--- config.mk ---
export PLATFORM = sky130hd
export DESIGN_NAME = ppio_top
export DESIGN_NICKNAME = d
export VERILOG_FILES = /design/src/rtl/ppio_pkg.sv /design/src/rtl/ppio_top.sv
export SDC_FILE = /design/constraint.sdc
export NUM_CORES = 1
export LEC_CHECK = 0
export BUFFER_PORTS_ARGS = -buffer_cell sky130_fd_sc_hd__buf_2
export CORE_ASPECT_RATIO = 1.2
export CORE_UTILIZATION = 50
export CTS_BUF_LIST = sky130_fd_sc_hd__clkbuf_8
export CTS_CLUSTER_DIAMETER = 120
export DETAILED_ROUTE_END_ITERATION = 8
export GPL_TIMING_DRIVEN = 0
export PLACE_DENSITY = 0.78
export SYNTH_ARGS = -nofsm -noshare
export SYNTH_HDL_FRONTEND = slang
export SYNTH_SLANG_ARGS = --single-unit
--- constraint.sdc ---
create_clock -name clk -period 4.6 [get_ports clk]
set_input_delay 0.46 -clock clk [delete_from_list [all_inputs] [get_ports clk]]
set_output_delay 0.46 -clock clk [all_outputs]
set_load 0.03 [all_outputs]
--- src/rtl/ppio_pkg.sv ---
// Purpose: shared constants and types of the programmable peripheral io
// Assumes: 8-bit ports, registers one per 32-bit Avalon word
// Notes:   word index = Avalon word address
package ppio_pkg;
    // ------------------------------------------------------------
    // register map (word index)
    // ------------------------------------------------------------
    localparam int ADDR_W = 3;
    localparam logic [2:0] IDX_PA = 3'h0;
    localparam logic [2:0] IDX_PB = 3'h1;
    localparam logic [2:0] IDX_PC = 3'h2;
    localparam logic [2:0] IDX_CTL = 3'h3;
    localparam logic [23:0] PAD_ZERO = 24'h000000;
    localparam logic [7:0] BYTE_ZERO = 8'h00;
    localparam logic [31:0] WORD_ZERO = 32'h00000000;

    // ------------------------------------------------------------
    // control word fields
    // ------------------------------------------------------------
    localparam int CTL_MSET = 7;
    localparam int CTL_ABIDIR = 6;
    localparam int CTL_ASTRB = 5;
    localparam int CTL_AIN = 4;
    localparam int CTL_CUIN = 3;
    localparam int CTL_BSTRB = 2;
    localparam int CTL_BIN = 1;
    localparam int CTL_CLIN = 0;
    localparam int BSR_SEL_HI = 3;
    localparam int BSR_SEL_LO = 1;
    localparam int BSR_VAL = 0;

    // ------------------------------------------------------------
    // port c handshake line positions
    // ------------------------------------------------------------
    localparam int PC_INTRB = 0;
    localparam int PC_FLAGB = 1;
    localparam int PC_STBB = 2;
    localparam int PC_INTRA = 3;
    localparam int PC_STBA = 4;
    localparam int PC_IBFA = 5;
    localparam int PC_ACKA = 6;
    localparam int PC_OBFA = 7;

    typedef enum logic [1:0] {
        MODE_BASIC,
        MODE_STROBED,
        MODE_BIDIR
    } ppio_amode_t;

    typedef struct packed {
        ppio_amode_t modeA;
        logic aIn;
        logic cuIn;
        logic bStrobed;
        logic bIn;
        logic clIn;
    } ppio_cfg_t;

    typedef struct packed {
        logic [7:0] a;
        logic [7:0] b;
        logic [7:0] c;
    } ppio_pins_t;

    localparam ppio_cfg_t CFG_RESET = '{modeA: MODE_BASIC, aIn: 1'b1,
        cuIn: 1'b1, bStrobed: 1'b0, bIn: 1'b1, clIn: 1'b1};
    localparam ppio_pins_t PINS_ZERO = '{a: 8'h00, b: 8'h00, c: 8'h00};
endpackage : ppio_pkg

--- src/rtl/ppio_top.sv ---
// Purpose: three-port parallel io with basic, strobed and bidir modes
// Assumes: Avalon-MM slave, one wait state per access, byte lane 0 only
// Notes:   pin inputs pass a two-stage synchroniser before use
//
// Design decisions made here: the register offsets and register access over Avalon-MM.
`timescale 1ns/100ps

module ppio_top (
    input wire logic clk, // 25 MHz system clock
    input wire logic rst_b, // async reset, active low
    input wire logic [ppio_pkg::ADDR_W-1:0] address, // word address
    input wire logic read, // avalon read
    input wire logic write, // avalon write
    input wire logic [31:0] writedata, // avalon write data
    input wire logic [3:0] byteenable, // avalon byte enables
    output logic [31:0] readdata, // avalon read data
    output logic waitrequest, // avalon wait
    input wire ppio_pkg::ppio_pins_t pinIn, // pin levels
    output ppio_pkg::ppio_pins_t pinOut, // pin drive values
    output ppio_pkg::ppio_pins_t pinOe // pin drive enables
);
    // ------------------------------------------------------------
    // reset and input synchronisers
    // ------------------------------------------------------------
    logic [1:0] rstSync_ff;
    logic rstSync_b;
    ppio_pkg::ppio_pins_t pinMeta_ff;
    ppio_pkg::ppio_pins_t pins;
    ppio_pkg::ppio_pins_t prevC_ff;

    always_ff @(posedge clk or negedge rst_b) begin
        if (!rst_b) begin
            rstSync_ff <= 2'h0;
        end else begin
            rstSync_ff <= {rstSync_ff[0], 1'b1};
        end
    end
    assign rstSync_b = rstSync_ff[1];

    always_ff @(posedge clk or negedge rstSync_b) begin
        if (!rstSync_b) begin
            pinMeta_ff <= ppio_pkg::PINS_ZERO;
            pins <= ppio_pkg::PINS_ZERO;
            prevC_ff <= ppio_pkg::PINS_ZERO;
        end else begin
            pinMeta_ff <= pinIn;
            pins <= pinMeta_ff;
            prevC_ff <= pins;
        end
    end

    // ------------------------------------------------------------
    // avalon slave
    // ------------------------------------------------------------
    logic waitReq_ff;
    logic req;
    logic setup;
    logic wrAcc;
    logic rdAcc;
    logic [7:0] wrByte;
    logic [7:0] rdMux;
    logic [31:0] readdata_ff;

    assign req = read | write;
    assign setup = req & waitReq_ff;
    assign wrAcc = write & ~waitReq_ff & byteenable[0];
    assign rdAcc = read & ~waitReq_ff;
    assign wrByte = writedata[7:0];

    // one wait state lets read data come from a register
    always_ff @(posedge clk or negedge rstSync_b) begin
        if (!rstSync_b) begin
            waitReq_ff <= 1'b1;
        end else begin
            waitReq_ff <= ~setup;
        end
    end

    always_ff @(posedge clk or negedge rstSync_b) begin
        if (!rstSync_b) begin
            readdata_ff <= ppio_pkg::WORD_ZERO;
        end else if (setup) begin
            readdata_ff <= {ppio_pkg::PAD_ZERO, rdMux};
        end
    end
    assign readdata = readdata_ff;
    assign waitrequest = waitReq_ff;

    // ------------------------------------------------------------
    // configuration and output latches
    // ------------------------------------------------------------
    ppio_pkg::ppio_cfg_t cfg_ff;
    logic [7:0] outA_ff;
    logic [7:0] outB_ff;
    logic [7:0] outC_ff;
    logic ctlWr;
    logic modeSet;
    logic [2:0] bsrSel;

    assign ctlWr = wrAcc && address == ppio_pkg::IDX_CTL;
    assign modeSet = ctlWr && wrByte[ppio_pkg::CTL_MSET];
    assign bsrSel = wrByte[ppio_pkg::BSR_SEL_HI:ppio_pkg::BSR_SEL_LO];

    always_ff @(posedge clk or negedge rstSync_b) begin
        if (!rstSync_b) begin
            cfg_ff <= ppio_pkg::CFG_RESET;
        end else if (modeSet) begin
            // group a and group b fields decode separately
            cfg_ff.modeA <= wrByte[ppio_pkg::CTL_ABIDIR] ?
                ppio_pkg::MODE_BIDIR : (wrByte[ppio_pkg::CTL_ASTRB] ?
                ppio_pkg::MODE_STROBED : ppio_pkg::MODE_BASIC);
            cfg_ff.aIn <= wrByte[ppio_pkg::CTL_AIN];
            cfg_ff.cuIn <= wrByte[ppio_pkg::CTL_CUIN];
            cfg_ff.bStrobed <= wrByte[ppio_pkg::CTL_BSTRB];
            cfg_ff.bIn <= wrByte[ppio_pkg::CTL_BIN];
            cfg_ff.clIn <= wrByte[ppio_pkg::CTL_CLIN];
        end
    end

    // a mode change clears the latches so nothing stale is driven
    always_ff @(posedge clk or negedge rstSync_b) begin
        if (!rstSync_b) begin
            outA_ff <= ppio_pkg::BYTE_ZERO;
            outB_ff <= ppio_pkg::BYTE_ZERO;
            outC_ff <= ppio_pkg::BYTE_ZERO;
        end else if (modeSet) begin
            outA_ff <= ppio_pkg::BYTE_ZERO;
            outB_ff <= ppio_pkg::BYTE_ZERO;
            outC_ff <= ppio_pkg::BYTE_ZERO;
        end else if (ctlWr) begin
            outC_ff[bsrSel] <= wrByte[ppio_pkg::BSR_VAL];
        end else if (wrAcc) begin
            case (address)
                ppio_pkg::IDX_PA: outA_ff <= wrByte;
                ppio_pkg::IDX_PB: outB_ff <= wrByte;
                ppio_pkg::IDX_PC: outC_ff <= wrByte;
                default: outC_ff <= outC_ff;
            endcase
        end
    end

    // ------------------------------------------------------------
    // handshake flags
    // ------------------------------------------------------------
    logic aStrobed;
    logic aBidir;
    logic aHsIn;
    logic aHsOut;
    logic bHsIn;
    logic bHsOut;
    logic fallStbA;
    logic fallAckA;
    logic fallStbB;
    logic wrPA;
    logic wrPB;
    logic rdPA;
    logic rdPB;
    logic ibfA_ff;
    logic obfA_ff;
    logic ibfB_ff;
    logic obfB_ff;
    logic [7:0] inA_ff;
    logic [7:0] inB_ff;
    logic intrA;
    logic intrB;

    assign aStrobed = cfg_ff.modeA == ppio_pkg::MODE_STROBED;
    assign aBidir = cfg_ff.modeA == ppio_pkg::MODE_BIDIR;
    assign aHsIn = (aStrobed && cfg_ff.aIn) || aBidir;
    assign aHsOut = (aStrobed && !cfg_ff.aIn) || aBidir;
    assign bHsIn = cfg_ff.bStrobed && cfg_ff.bIn;
    assign bHsOut = cfg_ff.bStrobed && !cfg_ff.bIn;
    assign fallStbA = prevC_ff.c[ppio_pkg::PC_STBA] &
        ~pins.c[ppio_pkg::PC_STBA];
    assign fallAckA = prevC_ff.c[ppio_pkg::PC_ACKA] &
        ~pins.c[ppio_pkg::PC_ACKA];
    assign fallStbB = prevC_ff.c[ppio_pkg::PC_STBB] &
        ~pins.c[ppio_pkg::PC_STBB];
    assign wrPA = wrAcc && address == ppio_pkg::IDX_PA;
    assign wrPB = wrAcc && address == ppio_pkg::IDX_PB;
    assign rdPA = rdAcc && address == ppio_pkg::IDX_PA;
    assign rdPB = rdAcc && address == ppio_pkg::IDX_PB;

    // strobe or write wins over a clear in the same cycle
    always_ff @(posedge clk or negedge rstSync_b) begin
        if (!rstSync_b) begin
            ibfA_ff <= 1'b0;
            obfA_ff <= 1'b0;
            inA_ff <= ppio_pkg::BYTE_ZERO;
        end else if (modeSet) begin
            ibfA_ff <= 1'b0;
            obfA_ff <= 1'b0;
        end else begin
            if (aHsIn && fallStbA) begin
                ibfA_ff <= 1'b1;
                inA_ff <= pins.a;
            end else if (rdPA) begin
                ibfA_ff <= 1'b0;
            end
            if (aHsOut && wrPA) begin
                obfA_ff <= 1'b1;
            end else if (aHsOut && fallAckA) begin
                obfA_ff <= 1'b0;
            end
        end
    end

    // port b strobe shares its line with acknowledge
    always_ff @(posedge clk or negedge rstSync_b) begin
        if (!rstSync_b) begin
            ibfB_ff <= 1'b0;
            obfB_ff <= 1'b0;
            inB_ff <= ppio_pkg::BYTE_ZERO;
        end else if (modeSet) begin
            ibfB_ff <= 1'b0;
            obfB_ff <= 1'b0;
        end else begin
            if (bHsIn && fallStbB) begin
                ibfB_ff <= 1'b1;
                inB_ff <= pins.b;
            end else if (rdPB) begin
                ibfB_ff <= 1'b0;
            end
            if (bHsOut && wrPB) begin
                obfB_ff <= 1'b1;
            end else if (bHsOut && fallStbB) begin
                obfB_ff <= 1'b0;
            end
        end
    end

    // interrupt enables live in the port c latch bits
    assign intrA = (aHsIn && outC_ff[ppio_pkg::PC_STBA] && ibfA_ff) ||
        (aHsOut && outC_ff[ppio_pkg::PC_ACKA] && !obfA_ff);
    assign intrB = (bHsIn && outC_ff[ppio_pkg::PC_STBB] && ibfB_ff) ||
        (bHsOut && outC_ff[ppio_pkg::PC_STBB] && !obfB_ff);

    // ------------------------------------------------------------
    // pin drive
    // ------------------------------------------------------------
    ppio_pkg::ppio_pins_t nxt_pinOut;
    ppio_pkg::ppio_pins_t nxt_pinOe;
    ppio_pkg::ppio_pins_t pinOut_ff;
    ppio_pkg::ppio_pins_t pinOe_ff;

    always_comb begin
        nxt_pinOut.a = outA_ff;
        nxt_pinOut.b = outB_ff;
        nxt_pinOut.c = outC_ff;
        // bidir port a drives only while acknowledge is held low
        nxt_pinOe.a = {8{aBidir ? ~pins.c[ppio_pkg::PC_ACKA] :
            ~cfg_ff.aIn}};
        nxt_pinOe.b = {8{~cfg_ff.bIn}};
        nxt_pinOe.c = {{4{~cfg_ff.cuIn}}, {4{~cfg_ff.clIn}}};
        if (aHsIn) begin
            nxt_pinOe.c[ppio_pkg::PC_STBA] = 1'b0;
            nxt_pinOe.c[ppio_pkg::PC_IBFA] = 1'b1;
            nxt_pinOut.c[ppio_pkg::PC_IBFA] = ibfA_ff;
        end
        if (aHsOut) begin
            nxt_pinOe.c[ppio_pkg::PC_ACKA] = 1'b0;
            nxt_pinOe.c[ppio_pkg::PC_OBFA] = 1'b1;
            nxt_pinOut.c[ppio_pkg::PC_OBFA] = ~obfA_ff;
        end
        if (aStrobed || aBidir) begin
            nxt_pinOe.c[ppio_pkg::PC_INTRA] = 1'b1;
            nxt_pinOut.c[ppio_pkg::PC_INTRA] = intrA;
        end
        if (cfg_ff.bStrobed) begin
            nxt_pinOe.c[ppio_pkg::PC_STBB] = 1'b0;
            nxt_pinOe.c[ppio_pkg::PC_FLAGB] = 1'b1;
            nxt_pinOe.c[ppio_pkg::PC_INTRB] = 1'b1;
            nxt_pinOut.c[ppio_pkg::PC_FLAGB] = cfg_ff.bIn ? ibfB_ff :
                ~obfB_ff;
            nxt_pinOut.c[ppio_pkg::PC_INTRB] = intrB;
        end
    end

    always_ff @(posedge clk or negedge rstSync_b) begin
        if (!rstSync_b) begin
            pinOut_ff <= ppio_pkg::PINS_ZERO;
            pinOe_ff <= ppio_pkg::PINS_ZERO;
        end else begin
            pinOut_ff <= nxt_pinOut;
            pinOe_ff <= nxt_pinOe;
        end
    end
    assign pinOut = pinOut_ff;
    assign pinOe = pinOe_ff;

    // ------------------------------------------------------------
    // read mux
    // ------------------------------------------------------------
    always_comb begin
        case (address)
            ppio_pkg::IDX_PA: begin
                if (aHsIn) begin
                    rdMux = inA_ff;
                end else begin
                    rdMux = cfg_ff.aIn ? pins.a : outA_ff;
                end
            end
            ppio_pkg::IDX_PB: begin
                if (bHsIn) begin
                    rdMux = inB_ff;
                end else begin
                    rdMux = cfg_ff.bIn ? pins.b : outB_ff;
                end
            end
            ppio_pkg::IDX_PC: begin
                rdMux = (nxt_pinOut.c & nxt_pinOe.c) |
                    (pins.c & ~nxt_pinOe.c);
            end
            default: rdMux = ppio_pkg::BYTE_ZERO;
        endcase
    end
endmodule : ppio_top
# Word-level counts from Yosys, hierarchy flattened
# Index checks and enable logic that the tools add are counted.
# totals
input_bits	67
regBits	151
out_inout_bits	81
# op_classes
bitwise_logic	24
order_cmp	2
n_reduce_logical	49
mux	44
n_eq_ne	6
# ops
operator	n
$mux 8	16
$logic_and 1x1->1	25
$pmux 8 s3	1
$mux 1	20
$reduce_bool 3->1	6
$and 8x8->8	2
$not 1->1	12
$bwmux 8	1
$mux 2	4
$not 8->8	1
$or 8x8->8	1
$and 1x1->1	7
$eq 3x2->1 const B	2
$reduce_and 2->1	3
$reduce_and 3->1	2
$reduce_bool 2->1	3
$logic_or 1x1->1	5
$logic_not 1->1	4
$lt 3x4->1 const B	1
$demux 1 s3	1
$eq 3x1->1 const B	1
$ge 3x1->1 const B	1
$logic_not 3->1	1
$mux 3	1
4 further kinds	4

# Longest topological paths before layout
# depth
depth_word	10
depth_mapped	8
mapped_depth_nobuf	6

# Worst setup path after synthesis
# Ideal clock, no wire load.
# synth_timing
path_type	reg-to-reg
start	register cfg_ff[6] (netlist name)
end	register inA_ff[0]
setup_time_ps	125
t_arrival_ps	1717
required_time_ps	4475
path_stages_with_launch	7
path_slack_ps	2758
path_cell_list	dfrtp_1 inv_1 ha_1 buf_2 a21oi_1 nor4b_4 mux2_2
# synth_between
elab_chain_cells	5
# synth_lines
element	line_no	text
start, declared	ppio_top.sv:92	ppio_pkg::ppio_cfg_t cfg_ff;
start signal, assigned	ppio_top.sv:106	cfg_ff <= ppio_pkg::CFG_RESET;
$eq 2x1->1	ppio_top.sv:167	assign aStrobed = cfg_ff.modeA == ppio_pkg::MODE_STROBED;
$logic_and 1x1->1	ppio_top.sv:169	assign aHsIn = (aStrobed && cfg_ff.aIn) || aBidir;
$logic_or 1x1->1 *	ppio_top.sv:169	
$logic_and 1x1->1 *	ppio_top.sv:194	if (aHsIn && fallStbA) begin
$reduce_and 2->1 (no source line) *	-	
end signal, assigned	ppio_top.sv:189	inA_ff <= ppio_pkg::BYTE_ZERO;
end signal, assigned	ppio_top.sv:196	inA_ff <= pins.a;
end, declared	ppio_top.sv:162	logic [7:0] inA_ff;
# Every way passes the cells marked *; elsewhere a longest branch is shown, timed or not.
# A chain may end at the register's enable or synchronous reset.

# Final worst setup path
# layout_timing
start	register cfg_ff[6] (netlist name)
end	register inA_ff[6]
# The elaborated chain is that of the path after synthesis.

==> summary.md <==
| Metric | Value |
|---|---|
| Drt pass-1 iters | `5` |
| Fin util | `0.6225` |
| Post-DR wirelength/cell | `17.04 um` |
| Top layer in use | `met4` |
| Fin. Hold Viols | `0` |
| Unrepaired setup endpoints after global routing | `no` |
| Yosys warnings | `0` |
| Period utilization | `0.4858` |
| Final Instance Area | `0.007268 mm2` |
| CP Class | `reg -> reg` |
| RePlAce Congestion | `0.8853` |
| Number of enable flip-flop cells after synthesis | `0` |
| Layout area overhead | `19.70%` |
| CP peak stage delay | `690 ps` |
| H-tree depth | `4` |
| Register area share after synthesis | `0.6027` |
| Remaining DRCs | `0` |
| Port Buf Inserts | `93` |
| Synth Instances | `518` |
| Power Density | `497.9 mW/mm2` |
| Vias in the first global route | `4159` |
| Critical path data required time | `4930 ps` |
| Drt first-iter violations | `320` |
| Max-cap violations | `0` |
| Placement Setup Slack | `2385 ps` |
| DR vias | `4430` |
| Gr usage total | `0.2408` |
| Die ar. | `0.01259 mm2` |
| CP Data Arrival Time | `2560 ps` |
| Placed insts | `793` |
| Synthesized flop and latch total | `146` |
| Async SR Flop Fraction | `1.000` |
| Clock latency on the worst-skew pair | `450 ps` |
| Slew headroom | `0.5308` |
| Die outline width | `102.6 um` |
| Core ar. | `0.01167 mm2` |
| IO Count | `148` |
| Routed Antenna Nets | `0` |
| VDD IR-drop max | `0.0002246 V` |
| Nets@finish | `725` |
| First-pass GRT wire length | `21840 um` |
| WP buf/inv | `2` |
| Highest Clock Rate | `447.5 MHz` |
| Setup crit end kind | `register` |
| Final Power | `3.619 mW` |
| Setup TNS | `0 ps` |
| R2R Setup Slk | `2370 ps` |
| Post-layout min period | `2234 ps` |
| Initial antenna violation count | `0` |
| Mean Syn Cell Area | `11.72 um2` |
| ANT cells | `0` |
| Least-Margin Pin Slew | `700.9 ps` |
| Die height | `122.7 um` |
| Clk sinks | `146` |
| Hold_buf cts | `1` |
| Final-report setup violation count | `0` |
| Delay-heaviest family, CP | `simple AND/OR/NAND/NOR gates` |
| Vias per cell | `5.363` |
| Initial core utilization | `0.5201` |
| Worst hold path class | `in -> reg` |
| CP max FO | `10` |
| Met1 WL | `5759 um` |
| CP Cell Sequence | `inv_1, ha_1, buf_2, a21oi_1, nor4b_4, mux2_2` |
| Top_reg_cell synth | `dfrtp_1` |
| Status | `finished clean` |
| Non-filler instance count after layout | `826` |
| Row Count | `43` |
| GR Overflow Total | `0` |
| Layout cell share with drive strength beyond 1 | `0.3318` |
| Max Slew Vio Count | `0` |
| Nature of the critical path startpoint | `register` |
| Largest net degree at the start of global routing | `71` |
| Static leakage | `3.425 nW` |
| CTS root buf | `clkbuf_8` |
| Final worst setup slack | `2366 ps` |
| Layout filler cell count | `978` |
| Mapped cell area | `0.006072 mm2` |
| Slowest cell on crit path | `nor4b_4` |
| Clock Pin Slew Worst Setup and Hold Paths | `80 ps` |
| Post-DP Area | `0.006872 mm2` |
| CTS buffer count | `17` |
| TritonCTS clock tree | `built` |
| Hold slack | `113.7 ps` |
| Met3 wire len | `825 um` |
| Setup Skew | `11.78 ps` |
| Post-CTS Setup Inserts | `0` |
| Final wirelength | `14070 um` |
| Cts repair resizes | `0` |
| CTS Buffer Depth | `2` |
| Post-synthesis cell type count | `57` |
| Met2 routed wirelength | `6991 um` |
| Half-perimeter wire length after placement | `10270 um` |
final cells by class:
class | count | area (um2) | area share
sequential | 146 | 3664 | 0.5040
multi-input combinational | 314 | 2034 | 0.2799
timing repair buffer | 96 | 523.0 | 0.07196
buffer | 68 | 415.4 | 0.05715
clock buffer | 18 | 247.7 | 0.03409
tap | 157 | 196.4 | 0.02703
clock inverter | 14 | 138.9 | 0.01911
inverter | 13 | 48.80 | 0.006714
worst reg2reg max path, stage by stage, from the launching register on:
cell     delay (ps)
dfrtp_1         380
inv_1            80
ha_1            130
buf_2           210
a21oi_1         220
nor4b_4         690
mux2_2          410
placed cells by master, fill, tap and decap left out, types with 3 or more instances in the layout:
cell / n
buf_4: 39
a22oi_1: 5
mux2i_1: 13
nor2b_1: 18
o31ai_1: 6
o21a_1: 4
a211oi_1: 8
nor2_1: 23
inv_1: 13
clkbuf_1: 16
dfstp_2: 5
mux2_2: 28
nand2b_1: 5
a211o_1: 3
a21oi_1: 18
nand3b_1: 4
nor3_1: 18
a22o_1: 3
clkbuf_8: 18
o211ai_1: 6
o2111ai_1: 3
buf_2: 104
o22ai_1: 3
or3_1: 7
dfrtp_1: 140
nand2_1: 39
clkinv_2: 5
conb_1: 25
nand3_1: 5
a31oi_1: 6
o21ai_0: 29
sequential cells by signal, summed over array words and instances (netlist names):
register     cells
cfg_ff           7
pinOe            9
ibfB_ff          1
pinOut          24
readdata         8
obfA_ff          1
waitrequest      1
pins            24
outC_ff          8
outA_ff          8
inA_ff           8
obfB_ff          1
inB_ff           8
outB_ff          8
ibfA_ff          1
prevC_ff         3
rstSync_ff       2
pinMeta_ff      24
power by group:
group          leakage, nW  total (mW)  switching, mW  internal, mW
logic                 1.46       0.976          0.611         0.365
registers             1.77        1.68          0.152          1.52
clock network        0.200       0.968          0.475         0.493
logic make-up after synthesis:
| group | count (synthesis) | synth area share |
|---|---|---|
| AO/OA/AOI/OAI | 109 | 0.1189 |
| multiplexers | 42 | 0.07521 |
| buffers and inverters | 81 | 0.07645 |
| adder cells (fa/ha/maj) | 2 | 0.004121 |
| flip-flops | 146 | 0.6027 |
| AND/OR/NAND/NOR | 136 | 0.1214 |
| other | 2 | 0.001237 |
final timing paths:
check | start | endpoint | cells past startpoint
setup / recovery | cfg_ff[6]$_DFFE_PN0P_ | inA_ff[6]$_DFFE_PN0P_ | 6
hold / removal | pinIn[7] | pinMeta_ff[7]$_DFF_PN0_ | 1
setup reg to reg | cfg_ff[6]$_DFFE_PN0P_ | inA_ff[6]$_DFFE_PN0P_ | 6
hold reg to reg | rstSync_ff[1]$_DFF_PN0_ | pins[14]$_DFF_PN0_ | 0
max in group asynchronous | rstSync_ff[1]$_DFF_PN0_ | cfg_ff[3]$_DFFE_PN1P_ | 2
min in group asynchronous | rstSync_ff[1]$_DFF_PN0_ | pins[14]$_DFF_PN0_ | 0
metal layers:
layer	up-vias	GRT usage
li1	2019	-
met1	2181	0.3144
met2	197	0.3821
met3	33	0.03986
met4	0	0.1321
met5	-	0
Yosys cell counts (3+ instances only):
library cell    n  share of area
o211ai_1        6         0.0074
buf_2          11         0.0091
nand3b_1        4         0.0049
nor3_1         18          0.015
o2111ai_1       3         0.0043
o31ai_1         6         0.0074
nor2b_1        18          0.019
a22o_1          3         0.0043
a21oi_1        18          0.015
o21ai_0        29          0.024
nor2_1         23          0.014
mux2i_1        13          0.021
a31oi_1         6         0.0062
nand2b_1        5         0.0052
a211oi_1        8         0.0099
clkbuf_1       16         0.0099
or3_1           7         0.0072
buf_4          39          0.048
nand3_1         5         0.0041
mux2_2         28          0.052
o21a_1          4         0.0049
dfrtp_1       141           0.58
nand2_1        39          0.024
o22ai_1         3         0.0031
a22oi_1         5         0.0062
inv_1          12         0.0074
dfstp_2         5          0.022
a211o_1         3         0.0043
Power figures use the tool's default switching activity.
